<file path="config.mk">
export PLATFORM = sky130hd
export DESIGN_NAME = uyf_event_flags
export DESIGN_NICKNAME = d
export VERILOG_FILES = /design/src/rtl/uyf_pkg.sv /design/src/rtl/uyf_serial_port.sv /design/src/rtl/uyf_event_flags.sv
export VERILOG_INCLUDE_DIRS = /design/src /design/src/rtl
export SDC_FILE = /design/constraint.sdc
export NUM_CORES = 1
export LEC_CHECK = 0
export ABC_AREA = 1
export BUFFER_PORTS_ARGS = -buffer_cell sky130_fd_sc_hd__buf_2
export CAP_MARGIN = 25
export CORE_MARGIN = 4
export CORE_UTILIZATION = 60
export CTS_CLUSTER_DIAMETER = 150
export CTS_CLUSTER_SIZE = 40
export DETAILED_ROUTE_END_ITERATION = 8
export GPL_ROUTABILITY_DRIVEN = 1
export PLACE_DENSITY_LB_ADDON = 0.3
export REMOVE_ABC_BUFFERS = 1
export SLEW_MARGIN = 20
export SYNTH_ARGS = -nofsm -noshare
export SYNTH_HDL_FRONTEND = slang
export SYNTH_SLANG_ARGS = --single-unit
</file>
<file path="constraint.sdc">
create_clock -name clk_sys -period 2.3 [get_ports clk_sys]
set_input_delay 0.23 -clock clk_sys [delete_from_list [all_inputs] [get_ports clk_sys]]
set_output_delay 0.23 -clock clk_sys [all_outputs]
set_load 0.1 [all_outputs]
</file>
<file path="src/rtl/uyf_consts.svh">
// Register map, field positions, reset values and timing counts
// Operation
// - Receive flags: error 7, busy 5, idle 4, overflow 3, full 2, stop 1, empty 0
// - Bit 6 of receive and transmit flag registers always reads zero.
// - Transmit flags: busy 5, idle 4, overflow 3, full 2, space 1, empty 0
// - Transmit flag bit 7 is a power-on indicator set by every power-on reset.
// - Power-on indicator stays set until the host writes zero to it.
// - Power-on indicator never affects the interrupt output.
// - Config bit 7 selects single-ended reception; zero differential reads one.
// - Single-ended reception leaves the transmitter unchanged.
// - Single-ended selection resets to zero, giving differential reception.
// - Baud field 6:5: codes 00 and 01 500 kbps, 10 1 Mbps, 11 2 Mbps.
// - Baud field resets to code 11, 2 Mbps.
// - Config bits 4:0 are plain host storage, reset zero, no function.
// - Each receive flag has a matching enable bit; enables reset to zero.
`ifndef UYF_CONSTS_SVH
`define UYF_CONSTS_SVH

// ----------------------------------------------------------------
// Register addresses (write even, read odd)
// ----------------------------------------------------------------
`define UYF_ADDR_RX_EN_WR 8'h04
`define UYF_ADDR_RX_EN_RD 8'h05
`define UYF_ADDR_TX_EN_WR 8'h06
`define UYF_ADDR_TX_EN_RD 8'h07
`define UYF_ADDR_RX_FLAG_WR 8'h08
`define UYF_ADDR_RX_FLAG_RD 8'h09
`define UYF_ADDR_TX_FLAG_WR 8'h0A
`define UYF_ADDR_TX_FLAG_RD 8'h0B
`define UYF_ADDR_CFG1_WR 8'h0C
`define UYF_ADDR_CFG1_RD 8'h0D

// ----------------------------------------------------------------
// Field layouts
// ----------------------------------------------------------------
`define UYF_RX_FLAG_MASK 8'hBF
`define UYF_TX_EVENT_MASK 8'h3F
`define UYF_TX_FLAG_MASK 8'hBF
`define UYF_CFG_STORE_HI 4
`define UYF_RX_EN_MASK 8'hBF
`define UYF_TX_EN_MASK 8'h3F
`define UYF_POR_BIT 7
`define UYF_CFG_SE_BIT 7
`define UYF_CFG_BAUD_HI 6
`define UYF_CFG_BAUD_LO 5
`define UYF_BAUD_1M 2'h2
`define UYF_BAUD_2M 2'h3

// ----------------------------------------------------------------
// Reset values
// ----------------------------------------------------------------
`define UYF_RX_FLAG_RST 8'h00
`define UYF_TX_FLAG_RST 8'h80
`define UYF_EN_RST 8'h00
`define UYF_CFG1_RST 8'h60

// ----------------------------------------------------------------
// Timing
// ----------------------------------------------------------------
`define UYF_CLK_MHZ 125
`define UYF_BIT_NS_500K 2000
`define UYF_BIT_NS_1M 1000
`define UYF_BIT_NS_2M 500
`define UYF_BIT_CYC_500K (`UYF_BIT_NS_500K * `UYF_CLK_MHZ / 1000)
`define UYF_BIT_CYC_1M (`UYF_BIT_NS_1M * `UYF_CLK_MHZ / 1000)
`define UYF_BIT_CYC_2M (`UYF_BIT_NS_2M * `UYF_CLK_MHZ / 1000)

`endif

</file>
<file path="src/rtl/uyf_pkg.sv">
// Types for the event flag and link configuration block
package uyf_pkg;

    typedef enum logic [1:0] {
        LINK_IDLE,
        LINK_ADDR,
        LINK_LOAD,
        LINK_DATA
    } uyf_link_state_type;

    typedef struct packed {
        logic csMeta;
        logic csSync;
        logic sclkMeta;
        logic sclkSync;
        logic sclkPrev;
        logic dinMeta;
        logic dinSync;
        uyf_link_state_type state;
        logic [2:0] bitCount;
        logic [7:0] shift;
        logic [7:0] addr;
        logic [7:0] outShift;
        logic dout;
        logic wrStb;
        logic [7:0] wrAddr;
        logic [7:0] wrData;
    } uyf_link_type;

    typedef struct packed {
        logic [7:0] rxFlag;
        logic [7:0] txFlag;
        logic [7:0] rxEnable;
        logic [7:0] txEnable;
        logic [7:0] config1;
        logic [7:0] rxStatusPrev;
        logic [5:0] txStatusPrev;
        logic intN;
        logic posMeta;
        logic posSync;
        logic negMeta;
        logic negSync;
        logic rxBit;
        logic txLinePos;
        logic txLineNeg;
        logic [7:0] baudCount;
        logic bitTick;
    } uyf_regs_type;

endpackage

</file>
<file path="src/rtl/uyf_serial_port.sv">
// Serial register port: samples the host clock and shifts bytes
`timescale 1ns/1ps
`default_nettype none
`include "uyf_consts.svh"

module uyf_serial_port (
    input wire logic clk_sys,
    input wire logic rstn,
    input wire logic csN,
    input wire logic sclk,
    input wire logic din,
    input wire logic [7:0] readData,
    output logic dout,
    output logic [7:0] accessAddr,
    output logic wrStb,
    output logic [7:0] wrAddr,
    output logic [7:0] wrData
);

    uyf_pkg::uyf_link_type st;
    uyf_pkg::uyf_link_type next_st;

    logic sclkRise;
    logic sclkFall;
    logic [7:0] shifted;

    always_comb begin
        next_st = st;
        next_st.csMeta = csN;
        next_st.csSync = st.csMeta;
        next_st.sclkMeta = sclk;
        next_st.sclkSync = st.sclkMeta;
        next_st.sclkPrev = st.sclkSync;
        next_st.dinMeta = din;
        next_st.dinSync = st.dinMeta;
        next_st.wrStb = 1'b0;
        sclkRise = st.sclkSync & ~st.sclkPrev;
        sclkFall = ~st.sclkSync & st.sclkPrev;
        shifted = {st.shift[6:0], st.dinSync};
        if (st.csSync) begin
            next_st.state = uyf_pkg::LINK_IDLE;
            next_st.dout = 1'b0;
        end else begin
            case (st.state)
                uyf_pkg::LINK_IDLE: begin
                    next_st.state = uyf_pkg::LINK_ADDR;
                    next_st.bitCount = 3'h0;
                end
                uyf_pkg::LINK_ADDR: begin
                    if (sclkRise) begin
                        next_st.shift = shifted;
                        next_st.bitCount = st.bitCount + 3'h1;
                        if (st.bitCount == 3'h7) begin
                            next_st.addr = shifted;
                            next_st.state = uyf_pkg::LINK_LOAD;
                        end
                    end
                end
                uyf_pkg::LINK_LOAD: begin
                    // Odd address: present read data before next rise
                    next_st.outShift = st.addr[0] ? readData : 8'h00;
                    next_st.dout = st.addr[0] & readData[7];
                    next_st.state = uyf_pkg::LINK_DATA;
                end
                uyf_pkg::LINK_DATA: begin
                    if (sclkRise) begin
                        next_st.shift = shifted;
                        next_st.bitCount = st.bitCount + 3'h1;
                        if (st.bitCount == 3'h7) begin
                            next_st.wrStb = ~st.addr[0];
                            next_st.wrAddr = st.addr;
                            next_st.wrData = shifted;
                        end
                    end else if (sclkFall && st.bitCount != 3'h0) begin
                        next_st.outShift = {st.outShift[6:0], 1'b0};
                        next_st.dout = st.outShift[6];
                    end
                end
                default: begin
                    next_st.state = uyf_pkg::LINK_IDLE;
                end
            endcase
        end
    end

    always_ff @(posedge clk_sys or negedge rstn) begin
        if (!rstn) begin
            st <= '0;
            st.csMeta <= 1'b1;
            st.csSync <= 1'b1;
            st.state <= uyf_pkg::LINK_IDLE;
        end else begin
            st <= next_st;
        end
    end

    assign dout = st.dout;
    assign accessAddr = st.addr;
    assign wrStb = st.wrStb;
    assign wrAddr = st.wrAddr;
    assign wrData = st.wrData;

endmodule // uyf_serial_port

`default_nettype wire

</file>
<file path="src/rtl/uyf_event_flags.sv">
// Event flags, interrupt enables, link configuration and interrupt
`timescale 1ns/1ps
`default_nettype none
`include "uyf_consts.svh"

module uyf_event_flags (
    input wire logic clk_sys,
    input wire logic rstn,
    input wire logic csN,
    input wire logic sclk,
    input wire logic din,
    output logic dout,
    output logic intN,
    input wire logic [7:0] rxStatus,
    input wire logic [5:0] txStatus,
    input wire logic receive_line_pos,
    input wire logic receive_line_neg,
    output logic rxBit,
    input wire logic txBit,
    output logic txLinePos,
    output logic txLineNeg,
    output logic singleEnded,
    output logic [1:0] baudSel,
    output logic bitTick,
    output logic [4:0] hostStore
);

    uyf_pkg::uyf_regs_type st;
    uyf_pkg::uyf_regs_type next_st;

    logic [7:0] accessAddr;
    logic wrStb;
    logic [7:0] wrAddr;
    logic [7:0] wrData;
    logic [7:0] readData;
    logic [7:0] rxRise;
    logic [5:0] txRise;
    logic [7:0] bitCycles;

    // ----------------------------------------------------------------
    // Serial register port
    // ----------------------------------------------------------------
    uyf_serial_port port (
        .clk_sys(clk_sys),
        .rstn(rstn),
        .csN(csN),
        .sclk(sclk),
        .din(din),
        .readData(readData),
        .dout(dout),
        .accessAddr(accessAddr),
        .wrStb(wrStb),
        .wrAddr(wrAddr),
        .wrData(wrData)
    );

    // ----------------------------------------------------------------
    // Read mux
    // ----------------------------------------------------------------
    always_comb begin
        case (accessAddr)
            `UYF_ADDR_RX_EN_RD: readData = st.rxEnable;
            `UYF_ADDR_TX_EN_RD: readData = st.txEnable;
            `UYF_ADDR_RX_FLAG_RD: begin
                readData = st.rxFlag & `UYF_RX_FLAG_MASK;
            end
            `UYF_ADDR_TX_FLAG_RD: begin
                readData = st.txFlag & `UYF_TX_FLAG_MASK;
            end
            `UYF_ADDR_CFG1_RD: readData = st.config1;
            default: readData = 8'h00;
        endcase
    end

    // ----------------------------------------------------------------
    // Bit rate cycle count
    // ----------------------------------------------------------------
    always_comb begin
        case (st.config1[`UYF_CFG_BAUD_HI:`UYF_CFG_BAUD_LO])
            `UYF_BAUD_2M: bitCycles = 8'(`UYF_BIT_CYC_2M);
            `UYF_BAUD_1M: bitCycles = 8'(`UYF_BIT_CYC_1M);
            default: bitCycles = 8'(`UYF_BIT_CYC_500K);
        endcase
    end

    // ----------------------------------------------------------------
    // Next state
    // ----------------------------------------------------------------
    always_comb begin
        next_st = st;
        next_st.rxStatusPrev = rxStatus;
        next_st.txStatusPrev = txStatus;
        rxRise = rxStatus & ~st.rxStatusPrev & `UYF_RX_FLAG_MASK;
        txRise = txStatus & ~st.txStatusPrev;

        // Write zero clears, write one keeps; a new event wins
        if (wrStb && wrAddr == `UYF_ADDR_RX_FLAG_WR) begin
            next_st.rxFlag = (st.rxFlag & wrData) | rxRise;
        end else begin
            next_st.rxFlag = st.rxFlag | rxRise;
        end
        if (wrStb && wrAddr == `UYF_ADDR_TX_FLAG_WR) begin
            next_st.txFlag = {st.txFlag[7] & wrData[7], 1'b0,
                (st.txFlag[5:0] & wrData[5:0]) | txRise};
        end else begin
            next_st.txFlag = {st.txFlag[7], 1'b0,
                st.txFlag[5:0] | txRise};
        end
        if (wrStb && wrAddr == `UYF_ADDR_RX_EN_WR) begin
            next_st.rxEnable = wrData & `UYF_RX_EN_MASK;
        end
        if (wrStb && wrAddr == `UYF_ADDR_TX_EN_WR) begin
            next_st.txEnable = wrData & `UYF_TX_EN_MASK;
        end
        if (wrStb && wrAddr == `UYF_ADDR_CFG1_WR) begin
            next_st.config1 = wrData;
        end

        // Power-on bit left out of the interrupt term
        next_st.intN = ~(|(st.rxFlag & st.rxEnable)
            | |(st.txFlag[5:0] & st.txEnable[5:0]));

        // Receive slicer
        next_st.posMeta = receive_line_pos;
        next_st.posSync = st.posMeta;
        next_st.negMeta = receive_line_neg;
        next_st.negSync = st.negMeta;
        if (st.config1[`UYF_CFG_SE_BIT]) begin
            // Threshold shifted negative: equal inputs read as one
            next_st.rxBit = st.posSync | ~st.negSync;
        end else begin
            next_st.rxBit = st.posSync & ~st.negSync;
        end

        // Transmitter independent of reception mode
        next_st.txLinePos = txBit;
        next_st.txLineNeg = ~txBit;

        // Bit period tick
        if (st.baudCount >= bitCycles - 8'h01) begin
            next_st.baudCount = 8'h00;
            next_st.bitTick = 1'b1;
        end else begin
            next_st.baudCount = st.baudCount + 8'h01;
            next_st.bitTick = 1'b0;
        end
    end

    // ----------------------------------------------------------------
    // State register
    // ----------------------------------------------------------------
    always_ff @(posedge clk_sys or negedge rstn) begin
        if (!rstn) begin
            st <= '0;
            st.rxFlag <= `UYF_RX_FLAG_RST;
            st.txFlag <= `UYF_TX_FLAG_RST;
            st.rxEnable <= `UYF_EN_RST;
            st.txEnable <= `UYF_EN_RST;
            st.config1 <= `UYF_CFG1_RST;
            st.intN <= 1'b1;
            st.txLineNeg <= 1'b1;
        end else begin
            st <= next_st;
        end
    end

    // ----------------------------------------------------------------
    // Outputs
    // ----------------------------------------------------------------
    assign intN = st.intN;
    assign rxBit = st.rxBit;
    assign txLinePos = st.txLinePos;
    assign txLineNeg = st.txLineNeg;
    assign singleEnded = st.config1[`UYF_CFG_SE_BIT];
    assign baudSel = st.config1[`UYF_CFG_BAUD_HI:`UYF_CFG_BAUD_LO];
    assign bitTick = st.bitTick;
    assign hostStore = st.config1[`UYF_CFG_STORE_HI:0];

endmodule // uyf_event_flags

`default_nettype wire

</file>
After elaboration in Yosys (flattened, before gate mapping)
Index checks and enable logic that the tools add are counted.

Register bits after elaboration: 119. Latch bits: 0. Memory bits (writable): 0. Bits in read-only memories: 0. Input bits: 22. Output and inout bits: 14. Logic and storage cells: 133. Memories kept: 0.

Add/sub/neg operators: 3. $mul: 0. Divide/modulo/power cells: 0. Order comparisons: 1. Equal/unequal tests: 24. Shifts and indexed selects: 0. Multiplexer cells: 23. Bitwise logic cells: 26. Reductions and logical operators: 22.

Operator list (count): 17-bit 2-to-1 mux (4); 8-bit by 4-bit == test with 1-bit output (second input constant) (6); 8-bit case mux with 5 select lines (1); 8-bit by 3-bit == test with 1-bit output (second input constant) (4); 8-bit 2-to-1 mux (4); 8-bit case mux with 2 select lines (2); 8-bit bitwise AND (3); 21-bit 2-to-1 mux (1); 4-bit AND reduction (5); 6-bit bitwise AND (3); 8-bit OR (2); 7-bit case mux with 2 select lines (1); 6-bit OR (2); 11-bit 2-to-1 mux (1); 9-bit 2-to-1 mux (1); 3-bit by 1-bit inequality test with 1-bit output (second input constant) (3); 3-bit case mux with 3 select lines (1); 3-bit nonzero test (3); 8-bit by 1-bit adder with 8-bit output (second input constant) (1); 2-bit == test (second input constant) (4); 8-bit greater-or-equal comparator (1); 8-bit NOT (1); 8-bit OR reduction (1); 8-bit by 1-bit subtractor with 8-bit output (second input constant) (1); other kinds (21) (43).

Longest topological paths before layout
Gate-level depths: netlist of the first run.

Word-level depth: 7. Gate-level depth with buffers: 11.

Modules after synthesis
A second synthesis of the first run with hierarchy kept.

Cell total of the unflattened synthesis: 654. Area, all modules: 5597.9 um2.

Modules (own cells, without submodules): uyf_event_flags (times used 1, cells an instance 391, area an instance 3171.8 um2, sequential area each 1632.8 um2); uyf_serial_port (times used 1, cells an instance 263, area an instance 2426.1 um2, sequential area each 1303.8 um2).

Worst setup path after synthesis of the first run
Ideal clock, no wire load.

Path type: flip-flop to flip-flop. From: reg st (netlist bit baudSel[1]). To: reg st[8] (netlist bit). Library setup time: 129 ps. Arrival: 1557 ps. Path slack: 614 ps. Cell stages (with the launch flop): 10. Buffers on the path: 0. Period minus slack after synthesis: 1686 ps. Cell sequence: dfstp_2 > inv_1 > or2_2 > ha_1 > inv_1 > a21oi_1 > o21ai_0 > nand2_1 > nand3_1 > nor2_1.

RTL lines: from (decl) (RTL line uyf_event_flags.sv:28) `uyf_pkg::uyf_regs_type st;`; from (signal assigned) (RTL line uyf_event_flags.sv:163) `st <= next_st;`.

==> results.cfg, run 1 <==
[synth]
synthArstFlopShare_pct = 100.0
yosysWarnings = 0
ys_seq_elements = 117
syn_inst = 547
synth.avg_cell_area_um2 = 9.495
seq_area_frac_synth_pct = 56.54
syn-cell-area_mm2 = 0.005194
yosys.cell_types.count = 43
synth_edf_count = 0
synth_top_area_share_pct = 53.00
synth_area_leaders = dfrtp_1 53%, nand2_1 8.4%, o21ai_0 7.1%, inv_1 5.0%, dfstp_2 3.5%
synth_top_cell_by_area = dfrtp_1
synth_ff_type = dfrtp_1

[clock_network]
cts_tree = yes
postCtsSetupBuffers = 0
clkSinkCount = 117
post_cts_resize_count = 0
cts-root-buf = clkbuf_8
cts.clk_slew.worst_paths_ns = 0.05
insertion_delay_ns = 0.51
cts_made_buffers = 17
hold_buffers = 20
htree_levels = 4
clockBufferDepth = 2

[timing]
layout_min_cycle_time_ns = 1.958
tightest_slew_ns = 0.6099
fmax_mhz = 510.7
fin_setup_tns_ns = 0
relSlewSlack_pct = 59.24
grt_setup_unrepaired = false
hold_violations = 0
skew_ns = 0.005211
setup_viol = 0
post-route-period-util_pct = 85.14
slew_violations = 0

[detailed_routing]
drc = 0
routed_wl_um = 11130
viasPerCell = 5.486
wl_per_cell_um = 15.38
drtAntennaViolNets = 0
drt-initial-drc-count = 249
drt_pass1_iterations = 7
vias = 3972

[setup_path]
worst-path-buf-inv = 2
rrSetupSlack_ns = 0.34
startpoint_type = flip-flop
crit_type = reg2reg
worstPathCellList = inv_1 > or2_2 > ha_1 > inv_1 > a21oi_1 > o21ai_0 > nand2_1 > nand3_1 > nor2_1
crit_top_cell = inv_1
slowest_stage = dfstp_2
required_ns = 2.68
reg2regPathDepth = 9
crit_arrival_ns = 2.33
cp_top_family = simple AND/OR/NAND/NOR gates
rr_endpoint = st[8]
critical_path.endpoint_type = flip-flop
cp_slowest_stage_delay_ns = 0.61
r2r-start = baudSel[1]
crit_path_max_fanout = 9

[floorplanning]
die_area_mm2 = 0.01021
die_h_um = 101.0
dieWidth_um = 101.0
core_area_mm2 = 0.008299
io_pins = 36
floorplan.initialDensity_pct = 62.58
rows = 33

[global_routing]
grt_pass1_wl_um = 19140
track_usage_pct = 24.28
grt_max_degree = 49
grt_overflow = 0
grt_pass1_vias = 4031
antenna_found_initial = 0

[cells_and_area]
area_delta_synth_final_pct = 18.57
nFillCells = 576
layout.nets = 642
instances_no_fill = 724
drive_above_1_share_pct = 17.12
final_cell_mix = 116 x nand2_1, 110 x dfrtp_1, 74 x o21ai_0, 69 x inv_1, 33 x buf_2
antenna_cells = 0
final_area_mm2 = 0.006158
post-route-util_pct = 74.20
layout_commonest_cell = nand2_1

[power_and_ir_drop]
power_mw = 4.983
power_density_mw_per_mm2 = 809.1
peakVddDrop_mv = 0.5698
p_leak_nw = 3.030

[place]
gp_congestion = 0.9046
hpwl_um = 7410
dp.cells = 672
io_buffer_count = 34
place_area_mm2 = 0.005400

[status]
status = finished, final reports clean

[job]
cap_violations = 0

[worst_hold_path]
hold_path_class = in2async
[report_power, final]
| group | internal, mW | switching [mW] |
|---|---|---|
| combinational | 0.113 | 0.209 |
| sequential | 2.15 | 0.0546 |
| clock | 1.58 | 0.876 |
| total | 3.84 | 1.14 |
[how the worst max path moves through the flow]
stage / slack [ns] / endpoint / cells after the start / start
global placement: 0.44 / st[8] / 9 / baudSel[1]
floorplan: 0.21 / st[8] / 9 / baudSel[1]
CTS: 0.33 / st[8] / 9 / baudSel[1]
finish: 0.34 / st[8] / 9 / baudSel[1]
global route: 0.18 / st[8] / 9 / baudSel[1]
detailed placement: 0.34 / st[8] / 9 / baudSel[1]
[routing by layer]
| metal | part of all wire, % | routed length (um) | global-route usage (%) | vias to the layer above |
|---|---|---|---|---|
| li1 | - | - | - | 1902 |
| met1 | 43 | 4756 | 31.73 | 1912 |
| met2 | 49 | 5470 | 39.79 | 137 |
| met3 | 6.4 | 712 | 5.467 | 21 |
| met4 | 1.7 | 193 | 8.896 | 0 |
| met5 | 0 | 0 | 0 | - |
[layout make-up]
type	count	area, um^2	share of cell area [%]
Multi-Input combinational cell	339	1841	29.89
Sequential cell	117	2937	47.68
Inverter	73	276.5	4.490
Timing Repair Buffer	58	415.4	6.745
Clock inverter	10	105.1	1.707
Tap cell	105	131.4	2.133
Clock buffer	22	452.9	7.355
[per-stage QoR]
step	hold WS, ns	setup WS [ns]
after global routing	0.3278	0.1778
after floorplan	-0.06559	0.2069
after CTS	0.2923	0.3309
after detailed placement	0.2774	0.3448
final	0.2662	0.3418
after global placement	0.2708	0.4427
[cell usage after synthesis, types with 2 or more instances]
cell type and n:
nor3_4 3, buf_4 8, buf_2 3, nand3_1 25, nand2_2 4, o21ai_0 74, inv_2 3, nand2_1 116
a31oi_1 2, dfstp_2 7, conb_1 2, dfrtp_1 110, buf_6 5, nor2_4 2, ha_1 14, o21bai_1 6
o21ai_2 8, a21oi_1 11, inv_1 69, nand4_1 8, nor2_2 2, nor2_1 31, o21ai_1 4, nor3_2 3
xor2_1 2, o32ai_1 6, xnor2_1 3
[flip-flops by register name, indices dropped and copies added, names as in the netlist]
| register | flops |
|---|---|
| baudSel | 2 |
| bitTick | 1 |
| hostStore | 5 |
| intN | 1 |
| next_st | 2 |
| port.accessAddr | 8 |
| port.dout | 1 |
| port.next_st | 4 |
| port.shifted | 8 |
| port.st | 14 |
| port.wrAddr | 8 |
| port.wrData | 8 |
| port.wrStb | 1 |
| rxBit | 1 |
| singleEnded | 1 |
| st | 50 |
| txLineNeg | 1 |
| txLinePos | 1 |
[cell families (layout without fill, tap and decap cells)]
| kind of cell | count (synthesis) | count (layout) | share of synthesized area (%) |
|---|---|---|---|
| simple gates | 203 | 203 | 18.33 |
| other cells | 2 | 2 | 0.1446 |
| flops | 117 | 117 | 56.54 |
| buf+inv | 91 | 163 | 8.022 |
| fa+ha+maj | 14 | 14 | 3.373 |
| xor+xnor | 5 | 5 | 0.8433 |
| compound gates | 115 | 115 | 12.74 |
Power figures use the tool's default switching activity.
==> inputs of run 2 (changes only) <==
--- a/config.mk
+++ b/config.mk
@@ -15,6 +15,7 @@
 export CTS_CLUSTER_SIZE = 40
 export DETAILED_ROUTE_END_ITERATION = 8
 export GPL_ROUTABILITY_DRIVEN = 1
+export MAX_ROUTING_LAYER = met4
 export PLACE_DENSITY_LB_ADDON = 0.3
 export REMOVE_ABC_BUFFERS = 1
 export SLEW_MARGIN = 20
==> run 2 against run 1 <==
- cell count down 0.28%
- critical path depth did not move
- die area is the same
- critical endpoint unchanged
==> results.cfg, run 2 (same netlist as run 1, synthesis figures left out) <==
[setup_path]
startpoint_type = flip-flop
required_ns = 2.69
critical_path.endpoint_type = flip-flop
crit_type = reg2reg
crit_path_max_fanout = 9
crit_arrival_ns = 2.35

[detailed_routing]
drt_pass1_iterations = 5
drc = 0
viasPerCell = 5.579
wl_per_cell_um = 15.89
drt-initial-drc-count = 269
vias = 4028
drtAntennaViolNets = 0
routed_wl_um = 11470

[global_routing]
grt_use_met2_pct = 39.79
grt-busiest-layer = met2
grtUsageMet1_pct = 30.68
antenna_found_initial = 0
grt_overflow = 0
grt_pass1_wl_um = 19080
grt_pass1_vias = 4034
track_usage_pct = 25.27
grt_max_degree = 118
use_met3_pct = 6.713

[timing]
fin_hold_ws_ns = 0.3332
post-route-period-util_pct = 85.35
skew_ns = 0.009933
fmax_mhz = 509.4
slew_violations = 0
grt_setup_unrepaired = false
fin_setup_tns_ns = 0
tightest_slew_ns = 0.6115
hold_violations = 0
relSlewSlack_pct = 59.14
setup_viol = 0
layout_min_cycle_time_ns = 1.963

[floorplanning]
die_area_mm2 = 0.01021
io_pins = 36
dieWidth_um = 101.0
rows = 33
core_area_mm2 = 0.008299
die_h_um = 101.0
floorplan.initialDensity_pct = 62.58

[clock_network]
clockBufferDepth = 2
clkSinkCount = 117
cts.clk_slew.worst_paths_ns = 0.06
cts_made_buffers = 17
htree_levels = 4
cts-root-buf = clkbuf_8
cts_tree = yes
post_cts_resize_count = 0
insertion_delay_ns = 0.52

[place]
hpwl_um = 7268
gp_congestion = 0.8837
io_buffer_count = 34
dp.cells = 670

[cells_and_area]
layout.nets = 640
largest_reg_flops = 50
instances_no_fill = 722
final_cell_mix = 116 x nand2_1, 110 x dfrtp_1, 74 x o21ai_0, 69 x inv_1, 33 x buf_2
largest_register = st
drive_above_1_share_pct = 16.86
antenna_cells = 0
largestRegisters = st (50), port.st (14)
layout_commonest_cell = nand2_1
area_delta_synth_final_pct = 19.03

[power_and_ir_drop]
seq_power_share_pct = 42.4
power_density_mw_per_mm2 = 840.6
p_sw_mw = 1.166
p_leak_nw = 3.042
combPwrFrac_pct = 6.3
switching_share_pct = 22.44
clkPwrFrac_pct = 51.4
intPower_mw = 4.031
peakVddDrop_mv = 0.5322

[worst_hold_path]
hold_path_class = in2async

[job]
cap_violations = 0

[status]
status = finished, final reports clean
## run 2: changes by cell type in the layout (fill, tap and decap cells not counted), sizes merged
cell      change
clkbuf        -1
buf           -2
clkinvlp      -1
bufinv        +2
## run 2: cell type report
type | instances | area, um^2
Sequential cell | 117 | 2937
Fill cell | 564 | 2117
Multi-Input combinational cell | 339 | 1841
Clock buffer | 21 | 439.2
Timing Repair Buffer | 56 | 400.4
Inverter | 73 | 276.5
Clock inverter | 11 | 157.7
Tap cell | 105 | 131.4
## run 2: timing repair
item | in CTS | in global routing
endpoints found under the hold margin | 143 | 0
setup buffers | 0 | 0
hold buffers | 20 | 0
## run 2: power groups by stage
stage / combinational [mW] / clock (mW) / sequential (mW)
6_report: 0.326 / 2.67 / 2.20
5_1_grt: 0.372 / 2.79 / 2.21
4_1_cts: 0.326 / 2.68 / 2.20
3_5_place_dp: 0.293 / 0 / 2.24
3_3_place_gp: 0.278 / 0 / 2.23
2_1_floorplan: 0.168 / 0 / 2.24
## run 2: path summary, 6_finish.rpt
path,start,end,slack [ns],cells past startpoint
worst max-delay path,baudSel[1],st[8],0.34,9
worst min-delay path,rstn,st[6],0.33,3
worst max register to register,baudSel[1],st[8],0.34,9
worst min register to register,next_st[12],st[12],0.35,0
max in group asynchronous,rstn,port.shifted[0],1.53,3
min in group clk_sys,next_st[12],st[12],0.35,0
## run 2: worst max-delay path: stages, from the launching register on
cell and delay [ns]:
dfstp_2 0.61, inv_1 0.08, or2_2 0.28, ha_1 0.19
inv_1 0.05, a21oi_1 0.05, o21ai_0 0.14, nand2_1 0.07
nand3_1 0.27, nor2_1 0.09
## run 2: stage by stage
stage                     total power, mW  utilization [%]  worst slack (ns)  instance area, um^2
final                               5.197            74.49            0.3369                 6182
after global routing                5.379            74.49            0.1670                 6182
after CTS                           5.207            74.49            0.3536                 6182
after detailed placement            2.529            64.89            0.3973                 5385
after global placement              2.507            64.89            0.4334                 5385
after floorplan                     2.408                -            0.2069                 5054
## run 2: metal layers
layer / routed length [um] / up-vias / share of wire [%]
li1: - / 1887 / -
met1: 4713 / 1959 / 41
met2: 5678 / 145 / 49
met3: 734 / 37 / 6.4
met4: 345 / 0 / 3.0
met5: 0 / - / 0
==> inputs of run 3 (changes only) <==
--- a/config.mk
+++ b/config.mk
@@ -16,7 +16,7 @@
 export DETAILED_ROUTE_END_ITERATION = 8
 export GPL_ROUTABILITY_DRIVEN = 1
 export MAX_ROUTING_LAYER = met4
-export PLACE_DENSITY_LB_ADDON = 0.3
+export PLACE_DENSITY = 0.89
 export REMOVE_ABC_BUFFERS = 1
 export SLEW_MARGIN = 20
 export SYNTH_ARGS = -nofsm -noshare
==> run 3 against run 2 <==
- cell area grew 1.3%
- die area is the same
- via count grew 4.0%
- clock power grew 10%
- global-route usage grew 1.4 points
- worst setup slack gained 0.023 ns
- non-clock buffer count grew 1
- sequential power is essentially flat
- sequential share of layout area shrank 0.60 points
- hold slack lost 0.15 ns
- maximum frequency grew 1.2%
- sequential cell count is the same
==> results.cfg, run 3 (same netlist as run 1, synthesis figures left out) <==
[floorplanning]
rows = 33
die_area_mm2 = 0.01021
floorplan.initialDensity_pct = 62.58
dieWidth_um = 101.0
die_h_um = 101.0
io_pins = 36
core_area_mm2 = 0.008299

[place]
hpwl_um = 7576
io_buffer_count = 34
gp_congestion = 0.9246

[clock_network]
cts_made_buffers = 17
clockBufferDepth = 2
htree_levels = 4
postCtsSetupBuffers = 0
cts.clk_slew.worst_paths_ns = 0.06
post_cts_resize_count = 0
cts_tree = yes
clkSinkCount = 117
cts-root-buf = clkbuf_8
insertion_delay_ns = 0.52

[timing]
hold_violations = 0
fin_setup_tns_ns = 0
skew_ns = 0.006947
layout_min_cycle_time_ns = 1.940
relSlewSlack_pct = 57.23
setup_viol = 0
fmax_mhz = 515.5
slew_violations = 0
post-route-period-util_pct = 84.35
tightest_slew_ns = 0.6401
grt_setup_unrepaired = false

[global_routing]
grt_pass1_vias = 4346
track_usage_pct = 26.67
antenna_found_initial = 0
grt_overflow = 0
grt_pass1_wl_um = 20450
grt_max_degree = 56

[cells_and_area]
antenna_cells = 0
largestRegisters = st (50), port.st (14)
largest_register = st
layout.nets = 641
largest_reg_flops = 50
drive_above_1_share_pct = 17.31
area_delta_synth_final_pct = 20.55
layout_commonest_cell = nand2_1
final_cell_mix = 116 x nand2_1, 110 x dfrtp_1, 74 x o21ai_0, 69 x inv_1, 33 x buf_2

[job]
cap_violations = 0

[setup_path]
crit_type = reg2reg
startpoint_type = flip-flop
critical_path.endpoint_type = flip-flop
crit_path_max_fanout = 9
required_ns = 2.69
crit_arrival_ns = 2.33

[detailed_routing]
drt-initial-drc-count = 423
routed_wl_um = 12260
drtAntennaViolNets = 0
viasPerCell = 5.793
vias = 4188
drc = 0
wl_per_cell_um = 16.96
drt_pass1_iterations = 6

[power_and_ir_drop]
power_mw = 5.502
power_density_mw_per_mm2 = 878.7
peakVddDrop_mv = 0.5210
p_leak_nw = 3.078

[worst_hold_path]
hold_path_class = in2async

[status]
status = finished, final reports clean
-- run 3: cell types whose count changed in the layout (fill, tap and decap cells not counted), sizes merged --
cell	before	now
clkbuf	21	24
clkinv	6	2
bufinv	4	5
buf	36	37
-- run 3: metal layers --
layer | track usage, % | part of all wire [%]
met5 | - | 0
met4 | 12.27 | 4.2
met3 | 7.889 | 8.6
met2 | 43.11 | 50
met1 | 30.60 | 37
-- run 3: worst paths after layout --
path | cells past startpoint | slack, ns | to | from
setup / recovery | 9 | 0.36 | st[8] | baudSel[1]
hold / removal | 2 | 0.18 | txLinePos | rstn
setup reg to reg | 9 | 0.36 | st[8] | baudSel[1]
hold reg to reg | 0 | 0.35 | st[12] | next_st[12]
max in group asynchronous | 3 | 1.36 | port.wrAddr[2] | rstn
min in group clk_sys | 0 | 0.35 | st[12] | next_st[12]
-- run 3: timing repair --
action,4_1_cts,5_1_grt
endpoints found under the hold margin,60,0
endpoints found under the setup margin,0,0
hold buffers,20,0
-- run 3: metrics by stage --
step	setup slack [ns]	instance area (um^2)	util, %	hold slack, ns	std cells
after detailed placement	0.3834	5393	64.98	0.1843	671
after CTS	0.3589	6261	75.44	0.1864	723
after floorplan	0.2069	5054	-	-0.06559	529
after global routing	0.2415	6261	75.44	0.2191	723
after global placement	0.4645	5393	64.98	0.1745	671
final	0.3601	6261	75.44	0.1837	723
-- run 3: report_power, final --
part,switching [mW],leakage [nW],total [mW],internal (mW)
sequential,0.0682,1.47,2.21,2.15
clock,0.909,0.327,2.95,2.04
combinational,0.225,1.28,0.338,0.112
total,1.20,3.08,5.50,4.30
-- run 3: final cells by class --
cell class / count / area (um^2)
repair buffers: 57 / 407.9
inverters: 73 / 276.5
clock inverters: 8 / 167.7
fillers: 506 / 2038
clock buffers: 24 / 500.5
flip-flops and latches: 117 / 2937
multi-input cells: 339 / 1841
well taps: 105 / 131.4
-- run 3: worst max-delay path, stage by stage, from the launching register on --
cell	delay, ns
dfstp_2	0.61
inv_1	0.08
or2_2	0.28
ha_1	0.18
inv_1	0.05
a21oi_1	0.05
o21ai_0	0.15
nand2_1	0.07
nand3_1	0.25
nor2_1	0.09
